`src/logic/dcov_pkg.sv`:
```
package dcov_pkg;
   // overlay control register: word address of the register on the cpu bus
   localparam logic [31:0] DCOV_OCTL_ADDR = 32'hf87ffbe0;
   // field positions: shadow field in the lower half, flush, start and confirm bits in the upper half
   localparam int DCOV_SHADOW_LSB = 0;
   localparam int DCOV_SHADOW_W = 16;
   localparam int DCOV_FLUSH_BIT = 16;
   localparam int DCOV_START_BIT = 18;
   localparam int DCOV_CONFIRM_BIT = 24;
   // value software places in the upper half to request the invalidate
   localparam logic [15:0] DCOV_REQ_UPPER = 16'h0305;
   localparam logic [31:0] DCOV_OCTL_RESET = 32'h00000000;
   // controller register map
   localparam logic [3:0] DCOV_R_CMD = 4'h0;
   localparam logic [3:0] DCOV_R_STAT = 4'h1;
   localparam logic [3:0] DCOV_R_SHADOW = 4'h2;
   localparam int DCOV_CMD_GO = 0;
   typedef enum logic [2:0] {
      DCOV_IDLE, DCOV_RD, DCOV_RDW, DCOV_SYNC, DCOV_WR, DCOV_CHK, DCOV_CHKW
   } dcov_seq_t;
endpackage : dcov_pkg

```
`src/logic/dcov_if.sv`:
```
`timescale 1ns/1ps
`default_nettype none
interface dcov_if;
   // cpu word bus to the overlay control register
   logic [31:0] addr;
   logic [31:0] wdata;
   logic wr;
   logic rd;
   logic [31:0] rdata;
   // store pipeline: set while stores are pending, sync request, interrupt hold-off
   logic store_busy;
   logic sync_req;
   logic irq_off;
   modport dev (input addr, wdata, wr, rd, sync_req, irq_off, output rdata, store_busy);
   modport host (output addr, wdata, wr, rd, sync_req, irq_off, input rdata, store_busy);
endinterface : dcov_if
`default_nettype wire

```
`src/logic/dcov_cache.sv`:
```
// Local design decision: the plain strobed port.
`timescale 1ns/1ps
`default_nettype none
module dcov_cache
   import dcov_pkg::*;
#(
   parameter int LINES = 16,
   parameter int IDX_W = 4
) (
   // clock and reset
   input wire logic sys_clk,
   input wire logic rstn,
   // overlay control side
   dcov_if.dev bus,
   // store pipeline
   input wire logic st_valid,
   input wire logic [IDX_W-1:0] st_line,
   input wire logic fill_valid,
   input wire logic [IDX_W-1:0] fill_line,
   input wire logic st_pending,
   // line state
   output logic [LINES-1:0] line_valid,
   output logic [LINES-1:0] line_dirty,
   output logic flush_pulse
);
   // line state
   logic [LINES-1:0] valid_q;
   logic [LINES-1:0] valid_d;
   logic [LINES-1:0] dirty_q;
   logic [LINES-1:0] dirty_d;
   // overlay control register and its read port
   logic [31:0] octl_q;
   logic [31:0] octl_d;
   logic [31:0] rdata_q;
   logic [31:0] rdata_d;
   // flush marker and drain status
   logic flush_q;
   logic flush_d;
   logic busy_q;
   logic busy_d;
   // decoded bus requests
   logic wr_hit;
   logic rd_hit;
   logic flush;

   // whole-word match; the bus carries no byte lanes
   function automatic logic octl_match(input logic [31:0] a);
      octl_match = (a == DCOV_OCTL_ADDR);
   endfunction : octl_match

   // one index compare serves both the store and the refill port
   function automatic logic line_hit(
      input logic req,
      input logic [IDX_W-1:0] idx,
      input int unsigned line
   );
      line_hit = req && (idx == IDX_W'(line));
   endfunction : line_hit

   // next {valid, dirty} of one line from this cycle's events
   function automatic logic [1:0] line_step(
      input logic valid,
      input logic dirty,
      input logic inval,
      input logic fill,
      input logic store
   );
      logic [1:0] nxt;
      nxt = {valid, dirty};
      case ({store, fill, inval})
         3'h0: nxt = {valid, dirty};
         // dirty lines hold write-back data, so the flush skips them
         3'h1: nxt = dirty ? {valid, dirty} : 2'h0;
         // refill sets the line valid and leaves its dirty bit as it was
         3'h2: nxt = {1'b1, dirty};
         // refill beats the flush: its data is already fresh
         3'h3: nxt = {1'b1, dirty};
         // store leaves the line valid and dirty from either clean state
         3'h4: nxt = 2'h3;
         // store beats a same-cycle flush, else its data sits in a dead line
         3'h5: nxt = 2'h3;
         3'h6: nxt = 2'h3;
         3'h7: nxt = 2'h3;
         default: nxt = {valid, dirty};
      endcase
      line_step = nxt;
   endfunction : line_step

   assign wr_hit = bus.wr && octl_match(bus.addr);
   assign rd_hit = bus.rd && octl_match(bus.addr);
   assign flush = wr_hit && bus.wdata[DCOV_FLUSH_BIT];

   always_comb begin
      octl_d = octl_q;
      rdata_d = 32'h00000000;
      if (wr_hit) begin
         octl_d = bus.wdata;
         // request self-clears, so a readback cannot start a second flush
         octl_d[DCOV_FLUSH_BIT] = 1'b0;
         // confirm shows only once the invalidate really ran
         octl_d[DCOV_CONFIRM_BIT] = bus.wdata[DCOV_FLUSH_BIT];
      end
      // zero outside the answer cycle
      if (rd_hit) begin
         rdata_d = octl_q;
      end
   end

   always_ff @(posedge sys_clk or negedge rstn) begin
      if (!rstn) begin
         octl_q <= DCOV_OCTL_RESET;
         rdata_q <= 32'h00000000;
      end else begin
         octl_q <= octl_d;
         rdata_q <= rdata_d;
      end
   end

   // read-only lines are clean, so discarding them loses nothing
   generate
      for (genvar i = 0; i < LINES; i++) begin : g_line
         always_comb begin
            {valid_d[i], dirty_d[i]} = line_step(
               valid_q[i],
               dirty_q[i],
               flush,
               line_hit(fill_valid, fill_line, i),
               line_hit(st_valid, st_line, i)
            );
         end
      end
   endgenerate

   always_ff @(posedge sys_clk or negedge rstn) begin
      if (!rstn) begin
         valid_q <= '0;
         dirty_q <= '0;
      end else begin
         valid_q <= valid_d;
         dirty_q <= dirty_d;
      end
   end

   always_comb begin
      flush_d = flush;
      // a store issued now is still in flight next cycle
      busy_d = st_pending | st_valid;
   end

   always_ff @(posedge sys_clk or negedge rstn) begin
      if (!rstn) begin
         flush_q <= 1'b0;
         busy_q <= 1'b0;
      end else begin
         flush_q <= flush_d;
         busy_q <= busy_d;
      end
   end

   assign line_valid = valid_q;
   assign line_dirty = dirty_q;
   assign flush_pulse = flush_q;
   assign bus.rdata = rdata_q;
   assign bus.store_busy = busy_q;
endmodule : dcov_cache
`default_nettype wire

```
`src/flat_wrapper.sv`:
```
// flat-port wrapper written by rule: the top's interface ports become plain ports
module dcov_cache_flat import dcov_pkg::*;
#(
   parameter int LINES = 16,
   parameter int IDX_W = 4
)
  (sys_clk, rstn, st_valid, st_line, fill_valid, fill_line, st_pending, line_valid, line_dirty, flush_pulse, bus_addr, bus_wdata, bus_wr, bus_rd, bus_sync_req, bus_irq_off, bus_rdata, bus_store_busy);
  dcov_if bus_i ();
  input wire logic sys_clk;
  input wire logic rstn;
  input wire logic st_valid;
  input wire logic [IDX_W-1:0] st_line;
  input wire logic fill_valid;
  input wire logic [IDX_W-1:0] fill_line;
  input wire logic st_pending;
  output logic [LINES-1:0] line_valid;
  output logic [LINES-1:0] line_dirty;
  output logic flush_pulse;
  input wire logic [$bits(bus_i.addr)-1:0] bus_addr;
  input wire logic [$bits(bus_i.wdata)-1:0] bus_wdata;
  input wire logic [$bits(bus_i.wr)-1:0] bus_wr;
  input wire logic [$bits(bus_i.rd)-1:0] bus_rd;
  input wire logic [$bits(bus_i.sync_req)-1:0] bus_sync_req;
  input wire logic [$bits(bus_i.irq_off)-1:0] bus_irq_off;
  output wire logic [$bits(bus_i.rdata)-1:0] bus_rdata;
  output wire logic [$bits(bus_i.store_busy)-1:0] bus_store_busy;
  assign bus_i.addr = bus_addr;
  assign bus_i.wdata = bus_wdata;
  assign bus_i.wr = bus_wr;
  assign bus_i.rd = bus_rd;
  assign bus_i.sync_req = bus_sync_req;
  assign bus_i.irq_off = bus_irq_off;
  assign bus_rdata = bus_i.rdata;
  assign bus_store_busy = bus_i.store_busy;
  dcov_cache #(.LINES(LINES), .IDX_W(IDX_W)) u_core (.sys_clk(sys_clk), .rstn(rstn), .bus(bus_i), .st_valid(st_valid), .st_line(st_line), .fill_valid(fill_valid), .fill_line(fill_line), .st_pending(st_pending), .line_valid(line_valid), .line_dirty(line_dirty), .flush_pulse(flush_pulse));
endmodule
```
`config.mk`:
```
export PLATFORM = sky130hd
export DESIGN_NAME = dcov_cache_flat
export DESIGN_NICKNAME = d
export VERILOG_FILES = /design/src/logic/dcov_pkg.sv /design/src/logic/dcov_if.sv /design/src/logic/dcov_cache.sv /design/src/flat_wrapper.sv
export SDC_FILE = /design/constraint.sdc
export NUM_CORES = 1
export LEC_CHECK = 0
export ABC_AREA = 0
export BUFFER_PORTS_ARGS = -buffer_cell sky130_fd_sc_hd__buf_2
export CORE_ASPECT_RATIO = 0.75
export CORE_UTILIZATION = 45
export DETAILED_ROUTE_END_ITERATION = 10
export PLACE_DENSITY = 0.8
export SLEW_MARGIN = 5
export SYNTH_ARGS = -nofsm -noshare
export SYNTH_HDL_FRONTEND = slang
export SYNTH_SLANG_ARGS = --single-unit
```
`constraint.sdc`:
```
create_clock -name sys_clk -period 1.06 [get_ports sys_clk]
set_input_delay 0.159 -clock sys_clk [delete_from_list [all_inputs] [get_ports sys_clk]]
set_output_delay 0.159 -clock sys_clk [all_outputs]
set_load 0.02 [all_outputs]
```
==> reports/results.txt <==
Syn Nets: 373
H-tree Lvls: 3
Clock transition at the registers of the reported paths: 90 ps
DR DRC count: 0
Critical-path top delay cell: or4_4
Crit path time final: 1500 ps
CTS Buf Count: 9
TritonCTS clock tree: yes
Placed inst area: 0.00470 mm2
Synth unique cells: 29
Post-route ant nets: 0
Leading cell type in the layout, fill and taps excluded: dfrtp_1
Post-Syn Area: 0.00375 mm2
Mean Syn Cell Area: 12.8 um2
Total track usage: 22.6%
Port Buf Inserts: 142
Hold_ws: 28.8 ps
FP Rows: 28
Largest net degree at the start of global routing: 41
Clk buf depth: 2
Post-route insts no fill: 597
Required time of the critical path: 1300 ps
Fin. Hold Viols: 0
Seq/Total Area, Yosys: 64.1%
Layout cells sized above 1: 55.7%
First-pass GRT wire length: 14.7 mm
Maxcap violations: 0
Final Skew: 5.62 ps
CP peak stage delay: 530 ps
Tot Pwr: 7.64 mW
Max-slew violations: 0
Clock sink count: 96
Root Buffer: clkbuf_8
Worst skew pair latency: 360 ps
Via count: 3055
Initial antenna violation count: 0
Fmax: 0.666 GHz
Core Area: 0.00799 mm2
Hold Crit Class: input port to flop
Synth Flop Type: dfrtp_1
Vias/cell: 5.12
Critical path fanouts, max: 10
Syn Inst Count: 292
RSZ-0062 raised after global routing: true
Synthesis-to-layout area growth: 54.5%
Static leakage: 2.78 nW
Most frequent cells in the layout: dfrtp_1, buf_2, buf_6, buf_4, nor2_1
DIE AREA: 0.00870 mm2
Util after Layout: 72.5%
GRT overflow: 0
Final HPWL DP: 6.19 mm
Pre-CTS setup slack: -842 ps
Buf+Inv Stages, Crit Path: 2
Final setup margin: -441 ps
Avg WL per Cell: 16.6 um
Fin Setup TNS: -24990 ps
Status: complete, but fails checks
Routability cong.: 0.829
Initial Utilization: 46.9%
Pwr dens: 1320 mW/mm2
Worst path arrival time: 1740 ps
Critical Path, Cell by Cell: buf_6, or4_4, nor4_4, and3_4, buf_8, mux2_2
FILL cells: 520
Drt total wl: 9.92 mm
Fin crit share: 142%
Final Cell Area: 0.00579 mm2
Initial DRC Count: 127
Synth Warn #: 0
Vias in the first global route: 2986
Delay-heaviest family, CP: simple AND/OR/NAND/NOR gates
Ys async rst share: 100%
Die Wd: 107 um
Crit end category: flop
Setup CP Type: input port to flop
Setup violators final: 92
Critical Path Source Type: input port
Net count, final: 568
Pre-antenna DRT Iters: 4
Failing checks: setup timing
Die H: 81.0 um
Diodes inserted: 0
Footprint of the multi-input gates: 0.00137 mm2
I/O Pins: 147
Seq cells post-synth: 96
Max VDD drop: 677 uV
FF/Latch Area: 0.00240 mm2
Number of synthesized flops with an enable pin: 0
Cell total after placement: 545
==> kinds of logic after synthesis <==
logic type / after synthesis / synth area share [%]
muxes: 31 / 9.62
and+or+nand+nor: 123 / 18.6
DFF: 96 / 64.1
buffers and inverters: 13 / 2.67
other: 1 / 0.100
AOI/OAI and AO/OA: 28 / 4.87
==> worst reg2reg max path, stage by stage (launching register included) <==
cell and delay, ps:
dfrtp_1 400, buf_4 130, buf_4 120, nor3_1 190
a31oi_1 60
==> per-layer routing <==
metal,vias to the layer above,part of all wire (%),GRT usage [%],routed length (um)
met1,1493,42,29.7,4210
met2,153,50,37.0,4920
met5,-,0,0,0
met3,11,6.7,6.02,669
li1,1398,-,-,-
met4,0,1.3,6.99,125
==> cell usage after synthesis, types with 2 or more instances <==
cell type / n / share of area [%]
or2_2: 13 / 2.2
nor3_1: 20 / 2.7
clkbuf_1: 6 / 0.60
a31oi_1: 16 / 2.7
nand2b_1: 4 / 0.67
nand4b_1: 2 / 0.47
o22ai_1: 6 / 1.0
o21bai_1: 6 / 1.2
dfrtp_1: 96 / 64
nand3_1: 2 / 0.27
and2_1: 32 / 5.3
nor2_1: 32 / 3.2
mux2_4: 3 / 1.2
buf_4: 3 / 0.60
nand4bb_1: 2 / 0.60
buf_12: 2 / 1.1
or3b_2: 2 / 0.47
nand4_1: 3 / 0.50
nand3b_1: 4 / 0.80
mux2_2: 28 / 8.4
nand2_1: 2 / 0.20
==> cell type report <==
class,instances,share of cell area (%)
flip-flops and latches,96,41.5
repair buffers,197,29.2
multi-input cells,183,23.7
well taps,105,2.27
clock buffers,9,2.14
clock inverters,7,1.23
==> power by group <==
group,leakage (nW),internal [mW],switching [mW]
sequential,1.20,3.81,0.130
clock,0.0916,1.09,1.25
combinational,1.49,0.745,0.616
total,2.78,5.65,2.00
==> worst paths after layout <==
| kind | start | to | slack, ps | cells past startpoint |
|---|---|---|---|---|
| max | bus_addr[2] | u_core.octl_q[0] | -440 | 6 |
| min | bus_wdata[17] | u_core.octl_q[17] | 30 | 2 |
| max reg2reg | u_core.line_valid[14] | u_core.line_valid[14] | 20 | 4 |
| min reg2reg | u_core.octl_q[7] | u_core.bus.rdata[7] | 490 | 1 |
| max in group asynchronous | rstn | u_core.bus.rdata[17] | 330 | 3 |
| min in group asynchronous | rstn | u_core.octl_q[29] | 230 | 2 |
==> repair_timing <==
action / in CTS / in global routing
buffers inserted: 23 / 8
hold buffers: 2 / 0
cloned: 3 / 1
hold endpoints to repair: 45 / 0
endpoints found under the setup margin: 115 / 144
pin swaps: 2 / 0
resized for setup: 97 / 76
No activity file was read; power rests on OpenSTA's default activity.
